<file path="src/switch_err_pkg.sv">
// constants, register map and packed carriers of the switch error block
package switch_err_pkg;
    localparam logic [11:0] ADDR_CMD      = 12'h004;
    localparam logic [11:0] ADDR_DEVCTL   = 12'h008;
    localparam logic [11:0] ADDR_TOCTL    = 12'h010;
    localparam logic [11:0] ADDR_TOSTS    = 12'h014;
    localparam logic [11:0] ADDR_TOCNT    = 12'h018;
    localparam logic [11:0] ADDR_TORCTL   = 12'h01c;
    localparam logic [11:0] ADDR_PESTS    = 12'h020;
    localparam logic [11:0] ADDR_PECNT    = 12'h024;
    localparam logic [11:0] ADDR_PERCTL   = 12'h028;
    localparam logic [11:0] ADDR_PECTL    = 12'h02c;
    localparam logic [11:0] ADDR_SWITCH_CONTROL    = 12'h404;
    // field positions
    localparam int CMD_IO = 0, CMD_MEM = 1, CMD_MASTER = 2, CMD_SERR = 8;
    localparam int PECTL_DIS = 0, PECTL_INJ = 1, PECTL_LEN = 8;
    localparam int CNT_W = 8;
    localparam int LEN_W = 10;
    // reset values
    localparam logic [7:0] TORCTL_RST = 8'h82; // posted, inserted nonfatal
    localparam logic [1:0] PERCTL_RST = 2'h2;
    // severities of an error message
    localparam logic [1:0] SEV_NONE = 2'h0, SEV_COR = 2'h1;
    localparam logic [1:0] SEV_NF = 2'h2, SEV_FATAL = 2'h3;
    localparam logic [1:0] PORT_UP = 2'h0;
    // discard age limit
    localparam longint TIMEOUT_S = 64;
    localparam longint CLOCK_HZ = 200_000_000;
    localparam longint TIMEOUT_CYCLES = TIMEOUT_S * CLOCK_HZ;
    localparam int AGE_W = 34;

    typedef enum logic [2:0] {K_MEM, K_IO, K_CFG0, K_CFG1, K_CPL, K_MSG,
                              K_MSGVD} tlp_kind_t;
    typedef enum logic [1:0] {V_FWD, V_UR, V_UC, V_DROP} verdict_t;
    typedef struct packed {
        logic       valid;
        tlp_kind_t  kind;
        logic [1:0] ingressPort;
        logic [1:0] targetPort;
        logic       validRoute;
        logic       hitUpWin;
        logic       hitDnWin;
        logic       tgtMemEn;
        logic       tgtIoEn;
        logic       targetsSwitch;
        logic       routesBridge;
        logic       deviceExists;
        logic       convT0Dn;
        logic [4:0] devNum;
    } tlp_desc_t;
    typedef struct packed {
        logic     valid;
        verdict_t verdict;
    } route_res_t;
    typedef struct packed {
        logic             valid;
        logic [31:0]      data;
        logic             par;
        logic             eop;
        logic [LEN_W-1:0] hdrLen;
    } dword_t;
    typedef struct packed {
        logic       valid;
        logic [1:0] sev;
    } err_msg_t;
endpackage

</file>
<file path="src/sat_counter.sv">
// saturating event counter with clear-on-read
`timescale 1ns/1ps
module sat_counter #(
    parameter int W = 8
) (
    input  wire logic         clock,
    input  wire logic         rstn,
    input  wire logic         inc,
    input  wire logic         clr,
    output logic [W-1:0]      count_reg
);
    logic [W-1:0] count_next;

    // clear first, then apply a coinciding increment
    always_comb begin
        count_next = count_reg;
        if (clr) begin
            count_next = '0;
        end
        if (inc && count_next != '1) begin
            count_next = count_next + 1'b1;
        end
    end

    always_ff @(posedge clock) begin
        if (!rstn) begin
            count_reg <= '0;
        end else begin
            count_reg <= count_next;
        end
    end
endmodule // sat_counter

</file>
<file path="src/switch_error_detection.sv">
// routing error verdicts, queue time-outs and end-to-end parity of a port
`timescale 1ns/1ps
module switch_error_detection #(
    parameter longint TIMEOUT_CYCLES = switch_err_pkg::TIMEOUT_CYCLES
) (
    input  wire logic                        clock,
    input  wire logic                        rstn,
    input  wire logic                        psel,
    input  wire logic                        penable,
    input  wire logic                        pwrite,
    input  wire logic [11:0]                 paddr,
    input  wire logic [31:0]                 pwdata,
    output logic [31:0]                      prdata,
    output logic                             pready,
    output logic                             pslverr,
    input  wire logic                        upMasterEnable,
    input  switch_err_pkg::tlp_desc_t        desc,
    output switch_err_pkg::route_res_t       routeRes,
    input  wire logic [3:0]                  headValid,
    input  wire logic [3:0]                  headNew,
    input  wire logic                        bcastBusy,
    output logic [3:0]                       tmoDiscard,
    output logic                             bcastAbort,
    input  switch_err_pkg::dword_t           igIn,
    output switch_err_pkg::dword_t           igOut,
    input  switch_err_pkg::dword_t           updIn,
    output switch_err_pkg::dword_t           updOut,
    input  switch_err_pkg::dword_t           egIn,
    output switch_err_pkg::dword_t           egOut,
    output logic                             egNullify,
    input  switch_err_pkg::dword_t           consIn,
    output logic                             consDiscard,
    output switch_err_pkg::err_msg_t         errMsg
);
    import switch_err_pkg::*;

    localparam logic [AGE_W-1:0] AGE_LAST =
        AGE_W'(TIMEOUT_CYCLES - 1);

    logic [31:0]        cmd_reg;
    logic [3:0]         devCtl_reg;
    logic               toOff_reg;
    logic [3:0]         toSts_reg;
    logic [7:0]         toRctl_reg;
    logic               peSts_reg;
    logic [1:0]         peRctl_reg;
    logic [LEN_W+7:0]   peCtl_reg;
    logic               dzcd_reg;
    logic [CNT_W-1:0]   toCnt [4];
    logic [CNT_W-1:0]   peCnt;
    logic [AGE_W-1:0]   age_reg [4];
    logic [3:0]         tmoHit;
    logic               egErrAcc_reg;
    logic               consErrAcc_reg;
    logic               egBad;
    logic               consBad;
    logic               parEvt;
    logic [4:0]         msgPend_reg;
    logic [4:0]         rise;
    logic               setup;
    logic               wrEn;
    logic               rdHit;
    logic [31:0]        rdMux;
    logic               toClr;
    logic               peClr;
    logic               chkOn;
    verdict_t           verdict;

    // bus phases: one wait-free access cycle after setup
    assign setup = psel && !penable;
    assign wrEn  = psel && penable && pready && pwrite;
    assign toClr = setup && !pwrite && paddr == ADDR_TOCNT;
    assign peClr = setup && !pwrite && paddr == ADDR_PECNT;
    assign chkOn = !peCtl_reg[PECTL_DIS];

    // read decode
    always_comb begin
        rdHit = 1'b1;
        rdMux = 32'h0;
        case (paddr)
            ADDR_CMD:    rdMux = cmd_reg;
            ADDR_DEVCTL: rdMux = {28'h0, devCtl_reg};
            ADDR_TOCTL:  rdMux = {31'h0, toOff_reg};
            ADDR_TOSTS:  rdMux = {28'h0, toSts_reg};
            ADDR_TOCNT:  rdMux = {toCnt[3], toCnt[2], toCnt[1], toCnt[0]};
            ADDR_TORCTL: rdMux = {24'h0, toRctl_reg};
            ADDR_PESTS:  rdMux = {31'h0, peSts_reg};
            ADDR_PECNT:  rdMux = {24'h0, peCnt};
            ADDR_PERCTL: rdMux = {30'h0, peRctl_reg};
            ADDR_PECTL:  rdMux = {14'h0, peCtl_reg};
            ADDR_SWITCH_CONTROL:  rdMux = {31'h0, dzcd_reg};
            default:     rdHit = 1'b0;
        endcase
    end

    // bus answer
    always_ff @(posedge clock) begin
        if (!rstn) begin
            pready  <= 1'b0;
            pslverr <= 1'b0;
            prdata  <= 32'h0;
        end else begin
            pready  <= setup;
            pslverr <= setup && !rdHit;
            if (setup && !pwrite) begin
                prdata <= rdMux;
            end
        end
    end

    // control registers
    always_ff @(posedge clock) begin
        if (!rstn) begin
            cmd_reg    <= 32'h0;
            devCtl_reg <= 4'h0;
            toOff_reg  <= 1'b0;
            toRctl_reg <= TORCTL_RST;
            peRctl_reg <= PERCTL_RST;
            peCtl_reg  <= '0;
            dzcd_reg   <= 1'b0;
        end else if (wrEn) begin
            case (paddr)
                ADDR_CMD:    cmd_reg    <= pwdata;
                ADDR_DEVCTL: devCtl_reg <= pwdata[3:0];
                ADDR_TOCTL:  toOff_reg  <= pwdata[0];
                ADDR_TORCTL: toRctl_reg <= pwdata[7:0];
                ADDR_PERCTL: peRctl_reg <= pwdata[1:0];
                ADDR_PECTL:  peCtl_reg  <= pwdata[LEN_W+7:0];
                ADDR_SWITCH_CONTROL:  dzcd_reg   <= pwdata[0];
                default:     ;
            endcase
        end
    end

    // routing verdict
    always_comb begin
        verdict = V_FWD;
        case (desc.kind)
            K_MEM, K_IO: begin
                if (desc.targetPort == desc.ingressPort) begin
                    verdict = V_UR;
                end else if (desc.ingressPort == PORT_UP &&
                             desc.hitUpWin && !desc.hitDnWin) begin
                    verdict = V_UR;
                end else if (desc.targetPort != PORT_UP &&
                             ((desc.kind == K_MEM && !desc.tgtMemEn) ||
                              (desc.kind == K_IO && !desc.tgtIoEn))) begin
                    verdict = V_UR;
                end else if (desc.ingressPort != PORT_UP &&
                             (!cmd_reg[CMD_MASTER] ||
                              (desc.targetPort == PORT_UP &&
                               !upMasterEnable))) begin
                    verdict = V_UR;
                end
            end
            K_CFG0, K_CFG1: begin
                if (desc.ingressPort != PORT_UP || !desc.routesBridge ||
                    !desc.deviceExists) begin
                    verdict = V_UR;
                end else if (desc.convT0Dn && desc.devNum != 5'h0 &&
                             !dzcd_reg) begin
                    verdict = V_UR;
                end
            end
            K_CPL: begin
                if (desc.targetsSwitch) begin
                    verdict = V_UC;
                end else if (desc.targetPort == desc.ingressPort ||
                             !desc.validRoute) begin
                    verdict = V_UR;
                end
            end
            K_MSGVD: begin
                if (desc.targetsSwitch) begin
                    verdict = V_DROP;
                end else if (desc.targetPort == desc.ingressPort ||
                             !desc.validRoute || !desc.deviceExists) begin
                    verdict = V_UR;
                end
            end
            K_MSG: begin
                if (desc.targetsSwitch || desc.ingressPort == PORT_UP ||
                    desc.targetPort == desc.ingressPort ||
                    !desc.validRoute || !desc.deviceExists) begin
                    verdict = V_UR;
                end
            end
            default: verdict = V_UR;
        endcase
    end

    always_ff @(posedge clock) begin
        if (!rstn) begin
            routeRes <= '0;
        end else begin
            routeRes.valid   <= desc.valid;
            routeRes.verdict <= verdict;
        end
    end

    // per-type head age: posted, non-posted, completion, inserted
    for (genvar i = 0; i < 4; i++) begin : g_age
        assign tmoHit[i] = headValid[i] && !headNew[i] && !toOff_reg &&
                           age_reg[i] == AGE_LAST;
        always_ff @(posedge clock) begin
            if (!rstn || headNew[i] || !headValid[i] || tmoHit[i]) begin
                age_reg[i] <= '0;
            end else if (!toOff_reg) begin
                age_reg[i] <= age_reg[i] + 1'b1;
            end
        end
        sat_counter #(.W(CNT_W)) u_toCnt (
            .clock     (clock),
            .rstn      (rstn),
            .inc       (tmoHit[i]),
            .clr       (toClr),
            .count_reg (toCnt[i])
        );
    end

    // discards, broadcast abort and sticky type status
    always_ff @(posedge clock) begin
        if (!rstn) begin
            tmoDiscard <= 4'h0;
            bcastAbort <= 1'b0;
            toSts_reg  <= 4'h0;
        end else begin
            tmoDiscard <= tmoHit;
            bcastAbort <= bcastBusy && |tmoHit;
            toSts_reg  <= (toSts_reg &
                           ~(wrEn && paddr == ADDR_TOSTS ?
                             pwdata[3:0] : 4'h0)) | tmoHit;
        end
    end

    // ingress parity generation with optional injection
    always_ff @(posedge clock) begin
        if (!rstn) begin
            igOut  <= '0;
            updOut <= '0;
        end else begin
            igOut     <= igIn;
            igOut.par <= ^igIn.data ^ (peCtl_reg[PECTL_INJ] &&
                         igIn.hdrLen == peCtl_reg[PECTL_LEN +: LEN_W]);
            updOut     <= updIn;
            updOut.par <= updIn.par ^ ^(updIn.data ^ igIn.data);
        end
    end

    // egress and consumed checks, error kept until end of packet
    assign egBad   = egIn.valid && chkOn && (^egIn.data != egIn.par);
    assign consBad = consIn.valid && chkOn && (^consIn.data != consIn.par);
    assign parEvt  = (egIn.valid && egIn.eop && (egErrAcc_reg || egBad)) ||
                     (consIn.valid && consIn.eop &&
                      (consErrAcc_reg || consBad));

    always_ff @(posedge clock) begin
        if (!rstn) begin
            egOut          <= '0;
            egNullify      <= 1'b0;
            consDiscard    <= 1'b0;
            egErrAcc_reg   <= 1'b0;
            consErrAcc_reg <= 1'b0;
        end else begin
            egOut     <= egIn;
            egNullify <= egIn.valid && egIn.eop &&
                         (egErrAcc_reg || egBad);
            consDiscard <= consIn.valid && consIn.eop &&
                           (consErrAcc_reg || consBad);
            if (egIn.valid) begin
                egErrAcc_reg <= !egIn.eop && (egErrAcc_reg || egBad);
            end
            if (consIn.valid) begin
                consErrAcc_reg <= !consIn.eop && (consErrAcc_reg || consBad);
            end
        end
    end

    sat_counter #(.W(CNT_W)) u_peCnt (
        .clock     (clock),
        .rstn      (rstn),
        .inc       (parEvt),
        .clr       (peClr),
        .count_reg (peCnt)
    );

    // sticky parity status, set wins over clear
    always_ff @(posedge clock) begin
        if (!rstn) begin
            peSts_reg <= 1'b0;
        end else begin
            peSts_reg <= (peSts_reg &&
                          !(wrEn && paddr == ADDR_PESTS && pwdata[0])) ||
                         parEvt;
        end
    end

    // message on status rise, pending until taken up, then sent if allowed or else dropped
    assign rise = {parEvt && !peSts_reg, tmoHit & ~toSts_reg};

    function automatic logic [1:0] sevOf(input int idx);
        sevOf = idx == 4 ? peRctl_reg : toRctl_reg[2*idx +: 2];
    endfunction

    function automatic logic allowed(input logic [1:0] sev);
        allowed = cmd_reg[CMD_SERR] && sev != SEV_NONE &&
                  devCtl_reg[sev - 2'h1];
    endfunction

    always_ff @(posedge clock) begin
        if (!rstn) begin
            msgPend_reg <= 5'h0;
            errMsg      <= '0;
        end else begin
            logic [4:0] pend;
            pend = msgPend_reg | rise;
            errMsg <= '0;
            for (int i = 0; i < 5; i++) begin
                if (pend[i] && !errMsg.valid) begin
                    pend[i] = 1'b0;
                    if (allowed(sevOf(i))) begin
                        errMsg.valid <= 1'b1;
                        errMsg.sev   <= sevOf(i);
                        break;
                    end
                end
            end
            msgPend_reg <= pend;
        end
    end
endmodule // switch_error_detection

</file>
<file path="config.mk">
export PLATFORM = sky130hd
export DESIGN_NAME = switch_error_detection
export DESIGN_NICKNAME = d
export VERILOG_FILES = /design/src/switch_err_pkg.sv /design/src/sat_counter.sv /design/src/switch_error_detection.sv
export SDC_FILE = /design/constraint.sdc
export NUM_CORES = 1
export LEC_CHECK = 0
export BUFFER_PORTS_ARGS = -buffer_cell sky130_fd_sc_hd__buf_4
export CAP_MARGIN = 20
export CORE_MARGIN = 4
export CORE_UTILIZATION = 30
export DETAILED_ROUTE_END_ITERATION = 8
export GPL_ROUTABILITY_DRIVEN = 1
export PLACE_DENSITY = 0.55
export SLEW_MARGIN = 10
export SYNTH_ARGS = -nofsm -noshare
export SYNTH_HDL_FRONTEND = slang
export SYNTH_SLANG_ARGS = --single-unit
</file>
<file path="constraint.sdc">
create_clock -name clock -period 3.6 [get_ports clock]
set_input_delay 0.18 -clock clock [delete_from_list [all_inputs] [get_ports clock]]
set_output_delay 0.18 -clock clock [all_outputs]
set_load 0.02 [all_outputs]
</file>
Word-level counts from Yosys, hierarchy flattened
Memory sizes are Yosys's and may differ from the RTL's.
Index checks and enable logic that the tools add are counted.
{"block": "op_classes", "n_mux": 97, "n_bitwise": 14, "reduce_logical": 147, "eq_ne": 30, "n_addsub": 14, "magnitude_cmp": 5}
{"op": "$pmux 32 s11", "n": 1}
{"op": "$add 34x1->34 const B", "n": 4}
{"op": "$eq 34x34->1 const B", "n": 4}
{"op": "$mux 34", "n": 4}
{"op": "$reduce_xor 32->1", "n": 4}
{"op": "$mux 8", "n": 10}
{"op": "$logic_and 1x1->1", "n": 66}
{"op": "$mux 1", "n": 55}
{"op": "$eq 12x5->1 const B", "n": 4}
{"op": "$eq 12x6->1 const B", "n": 4}
{"op": "$mux 3", "n": 16}
{"op": "$add 8x1->8 const B", "n": 5}
{"op": "$ne 8x8->1 const B", "n": 5}
{"op": "$xor 32x32->32", "n": 1}
{"op": "$logic_not 1->1", "n": 28}
{"op": "$logic_or 1x1->1", "n": 26}
{"op": "$lt 2x3->1 const B", "n": 5}
{"op": "$reduce_and 2->1", "n": 7}
{"op": "$reduce_bool 2->1", "n": 7}
{"op": "$eq 12x11->1 const B", "n": 1}
{"op": "$eq 12x3->1 const B", "n": 1}
{"op": "$eq 12x4->1 const B", "n": 1}
{"op": "$reduce_or 11->1", "n": 1}
{"op": "$bmux 1 s2", "n": 5}
{"op": "other kinds (22)", "n": 42}
{"block": "totals", "out_inout_bits": 182, "in_bits": 261, "mem_count": 1, "reg_bits": 300, "wordCells": 352, "ramBits": 136}
{"name": "age_reg", "words": 4, "width": 34, "rd": 4, "rd_clocked_by_memory_dff": 0, "write_ports": 4, "line": "switch_error_detection.sv:51", "text": "logic [AGE_W-1:0] age_reg [4];"}

Logic depth before layout (Yosys ltp)
{"block": "depth", "word_depth": 24, "mapped_depth": 16, "ltp_nobuf": 15}

Hierarchy
Synthesis repeated with hierarchy kept, for this count alone.
{"block": "unflattened", "cells_unflattened": 1979, "hier_area_um2": 19596.3}
{"mod": "switch_error_detection", "n_inst": 1, "seq_area_each_um2": 9288.9, "area_each_um2": 17694.5, "cells_per_inst": 1774}
{"mod": "sat_counter", "n_inst": 5, "seq_area_each_um2": 160.2, "area_each_um2": 380.4, "cells_per_inst": 41}

Worst setup path before layout
OpenSTA, ideal clock, no wires.
{"block": "synth_path", "path_type": "reg2reg", "from": "mem age_reg[2][0]", "to": "mem age_reg[2][0] (enable)", "synth_period_minus_slack_ps": 2948, "path_buffers": 1, "setup_slack_ps": 652, "path_stages_with_launch": 7, "setup_time_ps": 652, "required_time_ps": 2948, "t_arrival_ps": 2296, "cell_sequence": "edfxtp_1 > ha_1 > and2_1 > and4_1 > clkbuf_1 > nand4_1 > nand4_1"}
{"element": "start: declaration", "line": "switch_error_detection.sv:51"}

Worst setup path in the final report
{"block": "layout_path", "from": "in egIn[24] (netlist bit)", "to": "reg errMsg[0] (netlist bit)"}
{"block": "layout_between", "elab_chain_cells": 14}
{"element": "start: declaration", "line": "switch_error_detection.sv:28", "text": "input switch_err_pkg::dword_t egIn,"}
{"element": "$reduce_xor 32->1", "line": "switch_error_detection.sv:251", "text": "assign egBad = egIn.valid && chkOn && (^egIn.data != egIn.par);"}
{"element": "$ne 1x1->1", "line": "switch_error_detection.sv:251"}
{"element": "$logic_and 1x1->1", "line": "switch_error_detection.sv:251"}
{"element": "$logic_or 1x1->1", "line": "switch_error_detection.sv:253", "text": "assign parEvt = (egIn.valid && egIn.eop && (egErrAcc_reg || egBad)) ||"}
{"element": "$logic_and 1x1->1", "line": "switch_error_detection.sv:253"}
{"element": "$logic_or 1x1->1", "line": "switch_error_detection.sv:253"}
{"element": "$logic_and 1x1->1", "line": "switch_error_detection.sv:299", "text": "assign rise = {parEvt && !peSts_reg, tmoHit & ~toSts_reg};"}
{"element": "$or 5x5->5", "line": "switch_error_detection.sv:316", "text": "pend = msgPend_reg | rise;"}
{"element": "$logic_and 1x1->1", "line": "switch_error_detection.sv:319", "text": "if (pend[i] && !errMsg.valid) begin"}
{"element": "$mux 3", "line": "switch_error_detection.sv:319"}
{"element": "$mux 3 (4 in series)", "line": "switch_error_detection.sv:318", "text": "for (int i = 0; i < 5; i++) begin"}
{"element": "end: declaration", "line": "switch_error_detection.sv:33", "text": "output switch_err_pkg::err_msg_t errMsg"}
No other way between the ends.
A chain may end at the register's enable or synchronous reset.

==> flow_metrics.tcl <==
set metrics [dict create \
    drv_slew 0 \
    syn2layout_area_growth_pct 39.3 \
    largest_reg_flops 136 \
    cts_setup_buffers 0 \
    die_y_um 264 \
    grt_pass1_vias 17100 \
    synth-edff-count 136 \
    period_needed_ns 2.95 \
    ys_async_sr_fraction 0 \
    ys_ff_latch 436 \
    syn_area_um2 19600 \
    pre_cts_slack_ns 0.376 \
    r2r_start "age_reg[1][0]$_SDFFCE_PN0P_" \
    crit_required_ns 4.03 \
    grt_busiest_layer "met2" \
    clock-sinks 436 \
    drtPass1Iterations 6 \
    synthSimpleGateAreaFrac 0.234 \
    finalSetupViolations 0 \
    crit_fanout 4 \
    wl_mm 64.3 \
    cts_made_buffers 50 \
    placement_rows 93 \
    p_per_area_nw_per_um2 445 \
    die-area_um2 69500 \
    initial_utilization 0.304 \
    cp-startpoint "egIn[24]" \
    timing.fmax_mhz 339 \
    p_comb_frac 0.139 \
    ant_nets 0 \
    grt_overflow_total 0 \
    synth_xor_area_frac 0.131 \
    holdWs_ns 0.0528 \
    status "complete, no violations" \
    drc 0 \
    drt-initial-drc-count 1079 \
    min_path_cells 3 \
    port_buffers 431 \
    critPathKind "in -> reg" \
    gp_congestion 0.923 \
    final_nets 2916 \
    clockPowerShare 0.432 \
    ys_types 74 \
    slew_headroom 0.339 \
    synth_fa_ha_area_frac 0.00893 \
    clockBufferDepth 3 \
    syn_avg_cell_area_um2 9.65 \
    power.switching_mw 2.94 \
    grtUsageMet3 0.0376 \
    seq_power_share 0.429 \
    grt_max_degree 113 \
    antenna_found_initial 5 \
    tightest_slew_ns 0.988 \
    via_per_inst 4.74 \
    internal_power_mw 9.21 \
    syn_nets 2306 \
    drv_cap 0 \
    fin_crit_sh 0.820 \
    wl_per_cell_um 18.2 \
    clk_root_buffer_cell "clkbuf_16" \
    setup_ws_ns 0.650 \
    drive_above_1_share 0.210 \
    use_met2 0.314 \
    p_leak_nw 10.7 \
    timing.rr.end "age_reg[1][29]$_SDFFCE_PN0P_" \
    fp.dieW_um 264 \
    path_clk_slew_ns 0.06 \
    final_common_cell "buf_4" \
    dp_hpwl_mm 47.0 \
    vdd_drop_max_mv 0.335 \
    hold_start "rstn" \
    core_area_um2 64600 \
    rsz0062_at_grt "no" \
    final_cell_mix "buf_4 (458), dfxtp_1 (300), nor2_1 (253)" \
    synthCells 2031 \
    nFillCells 6116 \
    seq_area_frac_synth 0.515 \
    clkLatencyLatePin_ns 0.58 \
    grt_pass1_wl_mm 98.3 \
    synth-main-ff-cell "dfxtp_1" \
    ys_warn_count 0 \
    vias 16700 \
    fin_skew_ns 0.0208 \
    synth_mux_area_frac 0.0136 \
    cp.arrival_ns 3.38 \
    htreeDepth 2 \
    synth_top_family_by_area "simple AND/OR/NAND/NOR gates" \
    tns_ns 0 \
    switching_share 0.242 \
    r2r_cells 7 \
    endpoint_kind "register" \
    ff2ff_setup_slack_ns 0.69 \
    crit_path_start_kind "input pin" \
    min_path_type "in -> reg" \
    grtUsageTotal 0.177 \
    hold_end "devCtl_reg[1]$_SDFFE_PN0P_" \
    synth-compound-area-share 0.0752 \
    cts_tree "done" \
    io_pins 443 \
    hold_violations 0 \
    grt_use_met1 0.211 \
]
what timing repair did:
action,4_1_cts,5_1_grt
endpoints found under the hold margin,213,0
hold buffers,177,0
resized for setup,0,0
setup endpoints to repair,0,0
power groups by stage:
stage               clock (mW)  sequential [mW]  combinational (mW)
floorplan                    0             5.44               0.752
global placement             0             5.32                1.52
detailed placement           0             5.32                1.53
CTS                       5.40             5.21                1.71
global route              5.57             5.22                1.82
finish                    5.25             5.21                1.69
cell families (layout without fill, tap and decap cells):
logic type | Yosys count | count (layout)
AOI/OAI and AO/OA | 228 | 228
xor gates and xnor gates | 287 | 287
adders and majority gates | 14 | 14
buffers and inverters | 116 | 762
DFF | 436 | 436
muxes | 23 | 23
other | 0 | 2
and+or+nand+nor | 927 | 927
critical path: stages:
cell,delay (ns)
dlygate4sd3_1,0.54
buf_4,0.14
xor2_1,0.16
xnor2_1,0.31
xnor2_1,0.18
xnor3_1,0.48
mux2i_2,0.44
or3_1,0.33
a21oi_1,0.13
o31ai_1,0.34
o221ai_1,0.15
through the flow:
| stage | total power, mW | cell area (um2) | std cells | util |
|---|---|---|---|---|
| final | 12.2 | 27300 | 3534 | 0.423 |
| after global routing | 12.6 | 27300 | 3533 | 0.423 |
| after CTS | 12.3 | 27300 | 3532 | 0.423 |
| after detailed placement | 6.85 | 23900 | 3267 | 0.369 |
| after global placement | 6.84 | 23900 | 3267 | 0.369 |
| after floorplan | 6.19 | 19600 | 2031 | - |
worst max path at each step:
stage,end,cells after the start
2_1_floorplan,age_reg[2][0]$_SDFFCE_PN0P_,6
3_3_place_gp,g_age[2].u_toCnt.count_reg[7]$_SDFF_PN0_,13
3_5_place_dp,g_age[2].u_toCnt.count_reg[7]$_SDFF_PN0_,13
4_1_cts,age_reg[0][30]$_SDFFCE_PN0P_,9
5_1_grt,errMsg[1]$_SDFF_PN0_,9
6_report,errMsg[0]$_SDFF_PN0_,11
cell type report:
| class | instances | area [um2] | area share |
|---|---|---|---|
| Antenna cell | 2 | 5.00 | 0.000183 |
| Clock buffer | 68 | 1420 | 0.0520 |
| Clock inverter | 20 | 259 | 0.00948 |
| Inverter | 37 | 141 | 0.00518 |
| Multi-Input combinational cell | 1479 | 9080 | 0.332 |
| Sequential cell | 436 | 10100 | 0.369 |
| Tap cell | 855 | 1070 | 0.0392 |
| Timing Repair Buffer | 637 | 5250 | 0.192 |
Yosys cell counts (all sizes together) (5+ instances only):
cell type | number | area [um2]
xnor2 | 175 | 1530
or2 | 6 | 37.5
nor3b | 7 | 57.6
xor2 | 108 | 946
edfxtp | 136 | 4080
buf | 5 | 26.3
nand3 | 65 | 325
inv | 37 | 139
and3 | 48 | 305
a222oi | 16 | 160
clkbuf | 74 | 278
a21oi | 102 | 510
a31oi | 9 | 56.3
a32oi | 15 | 131
nor4b | 8 | 88.8
dfxtp | 300 | 6010
nor2 | 254 | 953
a211oi | 8 | 60.1
nand2b | 5 | 31.3
nand4 | 33 | 206
and2 | 159 | 995
ha | 14 | 175
o211ai | 5 | 37.5
nor3 | 26 | 135
o21ai | 32 | 160
and4 | 17 | 149
mux2i | 18 | 188
or3 | 14 | 87.6
nand2 | 251 | 945
nor4bb | 5 | 50.1
nor2b | 8 | 50.1
nor4 | 10 | 68.8
a22oi | 7 | 52.6
metal layers:
layer  wire length (um)  share of wire  vias to the layer above
met5                 34        0.00053                        -
met4               2420          0.038                        6
met3               3920          0.061                      108
met2              31600           0.49                      496
met1              26300           0.41                     7951
li1                   -              -                     8179
No activity file was read; power rests on OpenSTA's default activity.
